File: src/rtc_csel_map.vh
// register offsets, field positions, reset values and counts of the rtc
// clock source selection block; included by its bare name
`ifndef RTC_CSEL_MAP_VH
`define RTC_CSEL_MAP_VH

// byte offsets on the register bus
`define OFF_CSEL        8'h00
`define OFF_CTRL_ONE    8'h04
`define OFF_CTRL_TWO    8'h08
`define OFF_COUNT       8'h0C
`define OFF_IRQ_STATUS  8'h10
`define OFF_IRQ_ENABLE  8'h14
`define OFF_IRQ_CLEAR   8'h18

// clock source select register layout
`define CSEL_RESET      8'h08
`define CSEL_RW_MASK    8'h6F
`define CSEL_OUT_HI     6
`define CSEL_OUT_LO     5
`define CSEL_SRC_HI     3
`define CSEL_SRC_LO     0
`define SRC_CALENDAR    4'h8
`define OUT_OFF         2'h0

// control register fields
`define CTRL_ONE_RUN    0
`define CTRL_ONE_CAL    1
`define CTRL_TWO_OVERFLOW_IRQ_ENABLE   0

// interrupt status bits
`define IRQ_OVF         0
`define IRQ_SEC         1
`define IRQ_W           2

// subclock edges per calendar second
`define SUB_CLK_HZ      32768

// axi responses
`define RESP_OKAY       2'h0
`define RESP_SLVERR     2'h2

`endif

File: src/clk_div_taps.v
// free-running divider of the system clock with one tick per tap
// assumes one clock and an active-low asynchronous reset
`timescale 1ns/10ps

module clk_div_taps #(
  parameter W = 8
) (
  // clock and reset
  input  wire         clk_sys,
  input  wire         rst_n,
  // divider state
  output reg  [W-1:0] cnt_q,
  output reg  [W-1:0] tick_q
);

  wire [W-1:0] cnt_d;
  wire [W-1:0] tick_d;

  assign cnt_d = cnt_q + {{(W-1){1'b0}}, 1'b1};

  // tap k pulses once every 2^(k+1) system clocks
  genvar k;
  generate
    for (k = 0; k < W; k = k + 1) begin : g_tap
      assign tick_d[k] = &cnt_q[k:0];
    end
  endgenerate

  always @(posedge clk_sys or negedge rst_n) begin
    if (!rst_n) begin
      cnt_q  <= {W{1'b0}};
      tick_q <= {W{1'b0}};
    end else begin
      cnt_q  <= cnt_d;
      tick_q <= tick_d;
    end
  end

endmodule // clk_div_taps

File: src/rtc_clock_source_select.v
// clock source selection of the real-time clock, its free-running
// counter mode, clock output pin and an axi4-lite register slave
// assumes one system clock; subclock, standby and init pins are asynchronous
`timescale 1ns/10ps
`include "rtc_csel_map.vh"

module rtc_clock_source_select #(
  parameter ADDR_W   = 8,
  parameter CNT_W    = 8,
  parameter SEC_DIV  = `SUB_CLK_HZ
) (
  // clock and reset
  input  wire              clk_sys,
  input  wire              rst_n,
  // device pins
  input  wire              sub_clk_pin,
  input  wire              hw_standby_input_n,
  input  wire              hard_init_input_n,
  output reg               timer_clock_out_pin,
  // clock output enable from the usb control register
  input  wire              timer_clock_out_enable,
  // axi4-lite write address
  input  wire [ADDR_W-1:0] s_axi_awaddr,
  input  wire [2:0]        s_axi_awprot,
  input  wire              s_axi_awvalid,
  output reg               s_axi_awready,
  // axi4-lite write data
  input  wire [31:0]       s_axi_wdata,
  input  wire [3:0]        s_axi_wstrb,
  input  wire              s_axi_wvalid,
  output reg               s_axi_wready,
  // axi4-lite write response
  output reg  [1:0]        s_axi_bresp,
  output reg               s_axi_bvalid,
  input  wire              s_axi_bready,
  // axi4-lite read address
  input  wire [ADDR_W-1:0] s_axi_araddr,
  input  wire [2:0]        s_axi_arprot,
  input  wire              s_axi_arvalid,
  output reg               s_axi_arready,
  // axi4-lite read data
  output reg  [31:0]       s_axi_rdata,
  output reg  [1:0]        s_axi_rresp,
  output reg               s_axi_rvalid,
  input  wire              s_axi_rready,
  // interrupt
  output reg               irq
);

  // decoding shared by the counter, the write path and the read path
  function is_calendar;
    input [3:0] code;
    begin
      is_calendar = (code == `SRC_CALENDAR);
    end
  endfunction

  function is_mapped;
    input [ADDR_W-1:0] a;
    begin
      is_mapped = (a[7:0] == `OFF_CSEL)       || (a[7:0] == `OFF_CTRL_ONE)   ||
                  (a[7:0] == `OFF_CTRL_TWO)   || (a[7:0] == `OFF_COUNT)      ||
                  (a[7:0] == `OFF_IRQ_STATUS) || (a[7:0] == `OFF_IRQ_ENABLE) ||
                  (a[7:0] == `OFF_IRQ_CLEAR);
    end
  endfunction

  // write strobe of one register offset
  function wr_hit;
    input              strobe;
    input [ADDR_W-1:0] a;
    input [7:0]        off;
    begin
      wr_hit = strobe && (a[7:0] == off);
    end
  endfunction

  localparam [7:0] CSEL_RESET   = `CSEL_RESET;
  localparam [7:0] CSEL_RW_MASK = `CSEL_RW_MASK;
  // prescaler end count, cut to the 15-bit prescaler width on purpose
  localparam [31:0] SEC_LAST_W  = SEC_DIV - 1;
  localparam [14:0] SEC_LAST    = SEC_LAST_W[14:0];

  // pin synchronisers
  reg              sub_s1_q;
  reg              sub_s2_q;
  reg              sub_s3_q;
  reg              hw_standby_input_s1_q;
  reg              hw_standby_input_s2_q;
  reg              init_s1_q;
  reg              init_s2_q;

  // registers
  reg  [7:0]       csel_q;
  reg              run_q;
  reg              overflow_irq_enable_q;
  reg  [CNT_W-1:0] count_q;
  reg  [14:0]      sec_cnt_q;
  reg  [`IRQ_W-1:0] irq_status_q;
  reg  [`IRQ_W-1:0] irq_enable_q;

  // bus holding state
  reg              aw_full_q;
  reg              w_full_q;
  reg  [ADDR_W-1:0] awaddr_q;
  reg  [31:0]      wdata_q;
  reg  [3:0]       wstrb_q;

  // divider taps
  wire [7:0]       div_cnt;
  wire [7:0]       div_tick;

  wire             sub_edge;
  wire             hold_init;
  wire [3:0]       src_code;
  wire [1:0]       out_code;
  wire             calendar;
  wire             src_tick;
  wire             count_step;
  wire             overflow;
  wire             sec_tick;
  wire             do_write;
  wire             wr_lane0;
  wire [`IRQ_W-1:0] irq_set;
  wire [`IRQ_W-1:0] irq_clr;
  reg              clk_out_d;
  reg  [31:0]      rdata_d;

  clk_div_taps #(
    .W       (8)
  ) u_div (
    .clk_sys (clk_sys),
    .rst_n   (rst_n),
    .cnt_q   (div_cnt),
    .tick_q  (div_tick)
  );

  // two flops per pin before any logic looks at it
  always @(posedge clk_sys or negedge rst_n) begin
    if (!rst_n) begin
      sub_s1_q  <= 1'b0;
      sub_s2_q  <= 1'b0;
      sub_s3_q  <= 1'b0;
      hw_standby_input_s1_q <= 1'b1;
      hw_standby_input_s2_q <= 1'b1;
      init_s1_q <= 1'b1;
      init_s2_q <= 1'b1;
    end else begin
      sub_s1_q  <= sub_clk_pin;
      sub_s2_q  <= sub_s1_q;
      sub_s3_q  <= sub_s2_q;
      hw_standby_input_s1_q <= hw_standby_input_n;
      hw_standby_input_s2_q <= hw_standby_input_s1_q;
      init_s1_q <= hard_init_input_n;
      init_s2_q <= init_s1_q;
    end
  end

  // rising subclock edge seen after the synchroniser
  assign sub_edge  = sub_s2_q & ~sub_s3_q;
  assign hold_init = ~hw_standby_input_s2_q | ~init_s2_q;

  // fields of the source select register
  assign src_code = csel_q[`CSEL_SRC_HI:`CSEL_SRC_LO];
  assign out_code = csel_q[`CSEL_OUT_HI:`CSEL_OUT_LO];
  assign calendar = is_calendar(src_code);

  // codes 0..7 count the system clock over 2^(code+1), the rest the subclock
  assign src_tick = src_code[3] ? sub_edge : div_tick[src_code[2:0]];

  // counter only runs outside calendar work and with the run bit set
  assign count_step = ~calendar & run_q & src_tick;
  assign overflow   = count_step & (&count_q);
  assign sec_tick   = calendar & sub_edge & (sec_cnt_q == SEC_LAST);

  // write path
  assign do_write = aw_full_q & w_full_q & ~s_axi_bvalid;
  assign wr_lane0 = do_write & wstrb_q[0];

  // status events: bit0 counter overflow, bit1 calendar second
  assign irq_set = {sec_tick, overflow};
  assign irq_clr = wr_hit(wr_lane0, awaddr_q, `OFF_IRQ_CLEAR) ?
                   wdata_q[`IRQ_W-1:0] : {`IRQ_W{1'b0}};

  always @(posedge clk_sys or negedge rst_n) begin
    if (!rst_n) begin
      s_axi_awready <= 1'b0;
      s_axi_wready  <= 1'b0;
      s_axi_bvalid  <= 1'b0;
      s_axi_bresp   <= `RESP_OKAY;
      aw_full_q     <= 1'b0;
      w_full_q      <= 1'b0;
      awaddr_q      <= {ADDR_W{1'b0}};
      wdata_q       <= 32'h00000000;
      wstrb_q       <= 4'h0;
    end else begin
      if (s_axi_awvalid && s_axi_awready) begin
        aw_full_q     <= 1'b1;
        awaddr_q      <= s_axi_awaddr;
        s_axi_awready <= 1'b0;
      end else if (!aw_full_q && !s_axi_bvalid) begin
        s_axi_awready <= 1'b1;
      end
      if (s_axi_wvalid && s_axi_wready) begin
        w_full_q     <= 1'b1;
        wdata_q      <= s_axi_wdata;
        wstrb_q      <= s_axi_wstrb;
        s_axi_wready <= 1'b0;
      end else if (!w_full_q && !s_axi_bvalid) begin
        s_axi_wready <= 1'b1;
      end
      if (do_write) begin
        aw_full_q    <= 1'b0;
        w_full_q     <= 1'b0;
        s_axi_bvalid <= 1'b1;
        s_axi_bresp  <= is_mapped(awaddr_q) ? `RESP_OKAY : `RESP_SLVERR;
      end else if (s_axi_bvalid && s_axi_bready) begin
        s_axi_bvalid <= 1'b0;
      end
    end
  end

  // software registers
  always @(posedge clk_sys or negedge rst_n) begin
    if (!rst_n) begin
      csel_q       <= CSEL_RESET;
      run_q        <= 1'b0;
      overflow_irq_enable_q       <= 1'b0;
      irq_enable_q <= {`IRQ_W{1'b0}};
    end else begin
      if (hold_init) begin
        csel_q <= CSEL_RESET;
      end else if (wr_hit(wr_lane0, awaddr_q, `OFF_CSEL)) begin
        csel_q <= wdata_q[7:0] & CSEL_RW_MASK;
      end
      if (wr_hit(wr_lane0, awaddr_q, `OFF_CTRL_ONE)) begin
        run_q <= wdata_q[`CTRL_ONE_RUN];
      end
      if (wr_hit(wr_lane0, awaddr_q, `OFF_CTRL_TWO)) begin
        overflow_irq_enable_q <= wdata_q[`CTRL_TWO_OVERFLOW_IRQ_ENABLE];
      end
      if (wr_hit(wr_lane0, awaddr_q, `OFF_IRQ_ENABLE)) begin
        irq_enable_q <= wdata_q[`IRQ_W-1:0];
      end
    end
  end

  // free-running counter and calendar second prescaler
  always @(posedge clk_sys or negedge rst_n) begin
    if (!rst_n) begin
      count_q   <= {CNT_W{1'b0}};
      sec_cnt_q <= 15'h0000;
    end else begin
      if (count_step) begin
        count_q <= count_q + {{(CNT_W-1){1'b0}}, 1'b1};
      end
      if (!calendar) begin
        sec_cnt_q <= 15'h0000;
      end else if (sub_edge) begin
        sec_cnt_q <= (sec_cnt_q == SEC_LAST) ? 15'h0000 : sec_cnt_q + 15'h0001;
      end
    end
  end

  // sticky status, a new event wins over a clear in the same cycle
  always @(posedge clk_sys or negedge rst_n) begin
    if (!rst_n) begin
      irq_status_q <= {`IRQ_W{1'b0}};
      irq          <= 1'b0;
    end else begin
      irq_status_q <= (irq_status_q & ~irq_clr) | irq_set;
      // the interrupt line follows status by one clock
      irq          <= (irq_status_q[`IRQ_OVF] & irq_enable_q[`IRQ_OVF] & overflow_irq_enable_q) |
                      (irq_status_q[`IRQ_SEC] & irq_enable_q[`IRQ_SEC]);
    end
  end

  // clock output pin
  always @* begin
    case (out_code)
      2'h1:    clk_out_d = div_cnt[2];
      2'h2:    clk_out_d = div_cnt[3];
      2'h3:    clk_out_d = div_cnt[4];
      default: clk_out_d = 1'b0;
    endcase
  end

  // registered so a code change cannot glitch the pin
  always @(posedge clk_sys or negedge rst_n) begin
    if (!rst_n) begin
      timer_clock_out_pin <= 1'b0;
    end else begin
      timer_clock_out_pin <= timer_clock_out_enable & clk_out_d;
    end
  end

  // read data mux
  always @* begin
    rdata_d = 32'h00000000;
    case (s_axi_araddr[7:0])
      `OFF_CSEL:       rdata_d[7:0] = csel_q & CSEL_RW_MASK;
      `OFF_CTRL_ONE: begin
        rdata_d[`CTRL_ONE_RUN] = run_q;
        rdata_d[`CTRL_ONE_CAL] = calendar;
      end
      `OFF_CTRL_TWO:   rdata_d[`CTRL_TWO_OVERFLOW_IRQ_ENABLE] = overflow_irq_enable_q;
      `OFF_COUNT:      rdata_d[CNT_W-1:0] = count_q;
      `OFF_IRQ_STATUS: rdata_d[`IRQ_W-1:0] = irq_status_q;
      `OFF_IRQ_ENABLE: rdata_d[`IRQ_W-1:0] = irq_enable_q;
      default:         rdata_d = 32'h00000000;
    endcase
  end

  // read channel
  // data captured with the address, held until rready
  always @(posedge clk_sys or negedge rst_n) begin
    if (!rst_n) begin
      s_axi_arready <= 1'b0;
      s_axi_rvalid  <= 1'b0;
      s_axi_rdata   <= 32'h00000000;
      s_axi_rresp   <= `RESP_OKAY;
    end else begin
      if (s_axi_arvalid && s_axi_arready) begin
        s_axi_arready <= 1'b0;
        s_axi_rvalid  <= 1'b1;
        s_axi_rdata   <= rdata_d;
        s_axi_rresp   <= is_mapped(s_axi_araddr) ? `RESP_OKAY : `RESP_SLVERR;
      end else if (s_axi_rvalid && s_axi_rready) begin
        s_axi_rvalid <= 1'b0;
      end else if (!s_axi_rvalid) begin
        s_axi_arready <= 1'b1;
      end
    end
  end

endmodule // rtc_clock_source_select

File: config.mk
export PLATFORM = sky130hd
export DESIGN_NAME = rtc_clock_source_select
export DESIGN_NICKNAME = d
export VERILOG_FILES = /design/src/clk_div_taps.v /design/src/rtc_clock_source_select.v
export VERILOG_INCLUDE_DIRS = /design/src
export SDC_FILE = /design/constraint.sdc
export NUM_CORES = 1
export LEC_CHECK = 0
export BUFFER_PORTS_ARGS = -buffer_cell sky130_fd_sc_hd__buf_2
export CAP_MARGIN = 15
export CORE_ASPECT_RATIO = 0.75
export CORE_MARGIN = 3
export CORE_UTILIZATION = 45
export DETAILED_ROUTE_END_ITERATION = 12
export GPL_TIMING_DRIVEN = 0
export PLACE_DENSITY_LB_ADDON = 0.08
export SKIP_CTS_REPAIR_TIMING = 1
export SLEW_MARGIN = 20
export SYNTH_ARGS = -nofsm -noshare
export SYNTH_HDL_FRONTEND = slang
export SYNTH_SLANG_ARGS = --single-unit
File: constraint.sdc
create_clock -name clk_sys -period 2 [get_ports clk_sys]
set_input_delay 0 -clock clk_sys [delete_from_list [all_inputs] [get_ports clk_sys]]
set_output_delay 0 -clock clk_sys [all_outputs]
set_load 0.005 [all_outputs]
**Word level (Yosys, flattened, before mapping)**

Index checks and enable logic that the tools add are counted.

- Flip-flop bits (word level): 96
- Input bits: 69
- Word-level logic and storage cells: 153

- Add/subtract/negate cells: 3
- Order comparisons: 1
- Equality and inequality tests: 20
- Multiplexer cells: 30
- Bitwise logic cells: 23
- Reductions and logical operators: 45

Operator list:

| cell | count |
|---|---|
| equality test 8 x 5 -> 1 bit (second input constant) | 6 |
| 2-to-1 mux 15 bit | 3 |
| equality test 8 x 4 -> 1 bit (second input constant) | 4 |
| 2-to-1 mux 1 bit | 17 |
| adder 8 x 1 -> 8 bit (second input constant) | 2 |
| equality test 8 x 3 -> 1 bit (second input constant) | 2 |
| zero test 8 bit | 2 |
| AND reduction 8 bit | 2 |
| adder 15 x 1 -> 15 bit (second input constant) | 1 |
| equality test 15 bit (second input constant) | 1 |
| 2-to-1 mux 7 bit | 2 |
| nonzero test 2 bit | 7 |
| AND 1 bit | 13 |
| logical AND 1 bit | 12 |
| logical OR 1 bit | 12 |
| one-hot mux 6 bit (2 select lines) | 1 |
| AND reduction 7 bit | 1 |
| 2-to-1 mux 2 bit | 3 |
| one-hot mux 1 bit (6 select lines) | 1 |
| AND reduction 6 bit | 1 |
| NOT 1 bit | 5 |
| one-hot mux 1 bit (5 select lines) | 1 |
| AND reduction 5 bit | 1 |
| equality test 2 bit (second input constant) | 2 |
| 15 further kinds | 20 |

**Logic depth before layout (Yosys ltp)**

- Word-level depth: 8
- Gate-level depth with buffers: 7
- Depth with buffers taken out: 6

**Hierarchy**

From an unflattened synthesis, not the netlist that was laid out.

- Cells, all modules: 373
- Area total of the unflattened synthesis: 4161.5 um^2

By module, submodules not included:

| module | instances | cells an instance | area each (um^2) |
|---|---|---|---|
| rtc_clock_source_select | 1 | 340 | 3616.0 |
| clk_div_taps | 1 | 33 | 545.5 |

**Least setup slack after synthesis**

No wires, ideal clock.

- Kind: register to register
- Start: register csel_q[0]
- End: register count_q[1]
- Data arrival time: 1.610 ns
- Data required time: 1.875 ns
- Slack: 0.266 ns
- Stages on the path, launching flop included: 7
- Path buffers: 1
- Clock period less this slack: 1.734 ns
- Path through: dfrtp_1 buf_6 mux2i_1 a31oi_1 a32oi_2 nand2b_1 mux2_2

- Longest elaborated chain between the ends: 4
- Elaborated cells on any way between the ends: 7

RTL lines:

| element | line | source |
|---|---|---|
| start: declaration | rtc_clock_source_select.v:94 | `reg [7:0] csel_q;` |
| start signal: assignment | rtc_clock_source_select.v:234 | `csel_q <= wdata_q[7:0] & CSEL_RW_MASK;` |
| binary-select mux 1 bit (select 3 bit) / equality test 4 bit (equally long branches) | -- |  |
| 2-to-1 mux 1 bit (not written as such) / NOT 1 bit (equally long branches) | rtc_clock_source_select.v:169, rtc_clock_source_select.v:172 |  |
| 2-to-1 mux 1 bit / AND 1 bit (equally long branches) | rtc_clock_source_select.v:169, rtc_clock_source_select.v:172 |  |
| AND 1 bit (*) | rtc_clock_source_select.v:172 | `assign count_step = ~calendar & run_q & src_tick;` |
| end signal: assignment | rtc_clock_source_select.v:251 | `count_q <= {CNT_W{1'b0}};` |
| end signal: assignment | rtc_clock_source_select.v:255 | `count_q <= count_q + {{(CNT_W-1){1'b0}}, 1'b1};` |
| end: declaration | rtc_clock_source_select.v:97 | `reg [CNT_W-1:0] count_q;` |

Mark *: on every way between the ends. The rest lies on a longest branch, timed or not. The select of a mux whose other input is x is not followed.
A chain may end at the register's enable or synchronous reset.

**Final worst setup path**

- Start: register sec_cnt_q[0]
- End: register sec_cnt_q[11]

- Longest elaborated chain between the ends: 4
- Elaborated cells on any way between the ends: 5

RTL lines:

| element | line | source |
|---|---|---|
| start: declaration | rtc_clock_source_select.v:98 | `reg [14:0] sec_cnt_q;` |
| start signal: assignment | rtc_clock_source_select.v:260 | `sec_cnt_q <= (sec_cnt_q == SEC_LAST) ? 15'h0000 : sec_cnt_q + 15'h0001;` |
| adder 15 x 1 -> 15 bit / equality test 15 bit (equally long branches) | rtc_clock_source_select.v:260 |  |
| 2-to-1 mux 15 bit (*) | rtc_clock_source_select.v:260 |  |
| 2-to-1 mux 15 bit (*) | rtc_clock_source_select.v:259 | `end else if (sub_edge) begin` |
| 2-to-1 mux 15 bit (*) | rtc_clock_source_select.v:257 | `if (!calendar) begin` |

Marks and branches as above.

==> flow_metrics.env <==
export IMPL_p_comb_share_pct=15.6
export IMPL_ir_drop_mv=0.713
export IMPL_hold_class="in2reg"
export IMPL_syn_area_per_cell_sq_um=11.8
export IMPL_synth_edf_count=0
export IMPL_critPathLaunchType="flip-flop"
export IMPL_synth_area_leader_cell="dfrtp_1"
export IMPL_dp_hpwl_um=5650
export IMPL_setup_tns_ps=0
export IMPL_switching_share_pct=28.0
export IMPL_syn_inst=352
export IMPL_antenna_found_initial=0
export IMPL_cts_max_level=3
export IMPL_die_x_um=117
export IMPL_mostFrequentLayoutCells="87 x dfrtp_1, 48 x buf_2, 35 x nand2_1, 33 x buf_4, 26 x conb_1"
export IMPL_wl_met1_um=4120
export IMPL_synth_top_cells_by_area="dfrtp_1 53%, mux2_2 5.7%, buf_4 4.9%, dfstp_2 3.2%, nand2_1 3.2%"
export IMPL_via_per_inst=5.07
export IMPL_diodes=0
export IMPL_synth_xor_area_share_pct=2.96
export IMPL_synth_cell_types=51
export IMPL_cts_buffers=9
export IMPL_outcome="complete, no violations"
export IMPL_cts_root_buf="clkbuf_16"
export IMPL_cts_tree="built"
export IMPL_crit_arrival_ps=2110
export IMPL_vias=2943
export IMPL_grt_max_degree=74
export IMPL_cp_startpoint="sec_cnt_q[0]$_DFFE_PN0P_"
export IMPL_final_setup_skew_ps=6.20
export IMPL_synth_top_area_share_pct=52.5
export IMPL_ys_seq_area_share_pct=55.7
export IMPL_fin_nets=542
export IMPL_synthFlopType="dfrtp_1"
export IMPL_finalCritPeriodShare_pct=94.4
export IMPL_synth_top_family_by_area="simple AND/OR/NAND/NOR gates"
export IMPL_synthToLayoutAreaGrowth_pct=26.2
export IMPL_max_freq_ghz=0.530
export IMPL_slew_headroom_pct=42.4
export IMPL_routed_wirelength_um=8080
export IMPL_critPathCaptureType="flip-flop"
export IMPL_reg2reg_depth=7
export IMPL_grt_pass1_wl_um=12700
export IMPL_cp_max_fo=10
export IMPL_rows=29
export IMPL_crit_required_ps=2220
export IMPL_wl_met3_um=466
export IMPL_p_seq_share_pct=50.4
export IMPL_p_sw_uw=1330
export IMPL_fin_hold_ws_ps=24.5
export IMPL_p_per_area_nw_per_um2=909
export IMPL_wl_met2_um=3390
export IMPL_setup_viol=0
export IMPL_hold_end="s_axi_rresp[1]$_DFFE_PN0P_"
export IMPL_finalCriticalPeriod_ps=1890
export IMPL_reg2reg_to="sec_cnt_q[11]$_DFFE_PN0P_"
export IMPL_rsz0062_at_grt="no"
export IMPL_yosys_area_share_adder_pct=1.51
export IMPL_criticalPathCategory="reg2reg"
export IMPL_clkPwrFrac_pct=34.0
export IMPL_power_leakage_uw=0.00253
export IMPL_die_area_sq_um=10400
export IMPL_grt_overflow=0
export IMPL_drive_gt1_share_pct=28.5
export IMPL_stdcell_area_sq_um=5230
export IMPL_start_util_pct=47.6
export IMPL_cts_sinks=92
export IMPL_layout_commonest_cell="dfrtp_1"
export IMPL_holdPathStages=3
export IMPL_io_pins=112
export IMPL_worst_slew_pin_slew_ps=852
export IMPL_drc=0
export IMPL_muxShareOfSynthArea_pct=9.87
export IMPL_syn_area_sq_um=4150
export IMPL_async_flop_share_pct=100
export IMPL_p_int_uw=3420
export IMPL_maxCapViolCount=0
export IMPL_io_buffers=49
export IMPL_synth_compound_area_share_pct=9.08
export IMPL_clk_latency_ps=340
export IMPL_grt_pass1_vias=2616
export IMPL_worstReg2RegStart="sec_cnt_q[0]$_DFFE_PN0P_"
export IMPL_cts_buffer_depth=2
export IMPL_report_final_hold_viol_count=0
export IMPL_r2r_slack_ps=110
export IMPL_ant_nets=0
export IMPL_die_y_um=89.1
export IMPL_grtUsageTotal_pct=15.8
export IMPL_dr_first_iter_drc_count=108
export IMPL_firstDrtPassIters=5
export IMPL_core_area_sq_um=8710
export IMPL_yosys_area_share_simple_pct=14.7
export IMPL_top_layer_used="met4"
export IMPL_placed_area_sq_um=4650
export IMPL_synth_seq_cells=92
export IMPL_routedWlPerCell_um=13.9
export IMPL_path_clk_slew_ps=70
export IMPL_ys_warn_count=0
export IMPL_place_congestion=0.764
export IMPL_finalMaxSlewViolations=0
export IMPL_hp_start="s_axi_araddr[3]"
## routing by layer
layer / track usage [%] / vias to the layer above
met1: 23.1 / 1395
met2: 22.1 / 95
li1: - / 1442
met5: 0 / -
met3: 5.28 / 11
met4: 5.63 / 0
## power groups by stage
stage               clock (uW)  combinational (uW)  sequential, uW
floorplan                    0                 479            2370
global placement             0                 675            2420
detailed placement           0                 704            2430
CTS                       1670                 703            2390
global route              1740                 829            2440
finish                    1620                 741            2400
## critical path, stage by stage (launching register included)
cell	delay [ps]
dfrtp_1	400
ha_1	210
nand3_1	140
nor2_1	370
a31oi_1	190
buf_4	210
a31oi_1	180
a31oi_1	60
## through the flow
stage	utilization, %	worst slack (ps)	total power [uW]	instances
after floorplan	-	266	2850	377
after global placement	53.1	38.3	3090	534
after detailed placement	53.4	57.2	3130	535
after CTS	56.7	40.4	4760	551
after global routing	60.1	0.310	5010	581
final	60.1	112	4760	581
## cell type report
| cell class | instances | area [sq um] |
|---|---|---|
| Fill cell | 720 | 3480 |
| Sequential cell | 92 | 2310 |
| Multi-Input combinational cell | 246 | 1680 |
| Timing Repair Buffer | 80 | 564 |
| Clock buffer | 9 | 225 |
| Buffer | 30 | 221 |
| Tap cell | 108 | 135 |
| Clock inverter | 7 | 60.1 |
| Inverter | 9 | 33.8 |
## how the worst max path moves through the flow
stage | endpoint | cells past startpoint
after global placement | irq_status_q[0]$_DFF_PN0_ | 5
final | sec_cnt_q[11]$_DFFE_PN0P_ | 7
after detailed placement | irq_status_q[0]$_DFF_PN0_ | 5
after CTS | irq_status_q[0]$_DFF_PN0_ | 5
after global routing | sec_cnt_q[9]$_DFFE_PN0P_ | 7
after floorplan | count_q[1]$_DFFE_PN0P_ | 6
## registers in the layout (all words and copies together) (netlist names), 2 cells and up
name,cells
u_div.cnt_q,8
awaddr_q,8
csel_q,6
irq_status_q,2
u_div.tick_q,8
s_axi_rdata,8
wdata_q,6
irq_enable_q,2
count_q,8
sec_cnt_q,15
## cell usage after synthesis, types with 3 or more instances
cell type	n
o31ai_1	4
nor3b_1	3
mux2i_1	12
a21oi_1	7
a22o_1	4
a222oi_1	4
nand4_1	6
xor2_1	8
nand3b_1	3
nand3_1	10
o21ai_0	11
nand2b_1	3
mux2_2	21
a32o_1	3
dfstp_2	5
nor3_1	7
ha_1	5
a31oi_1	9
inv_1	9
and3_1	4
nand2_1	35
nor2b_1	3
dfrtp_1	87
xnor2_1	6
buf_4	27
o21a_1	3
nor2_1	25
## logic make-up (layout without fill, tap and decap cells)
| family | after synthesis | after routing |
|---|---|---|
| other cells | 1 | 26 |
| buf+inv | 39 | 135 |
| flops | 92 | 92 |
| simple gates | 114 | 114 |
| fa+ha+maj | 5 | 5 |
| compound gates | 52 | 52 |
| mux | 35 | 35 |
| xor+xnor | 14 | 14 |
No activity file was read; power rests on OpenSTA's default activity.
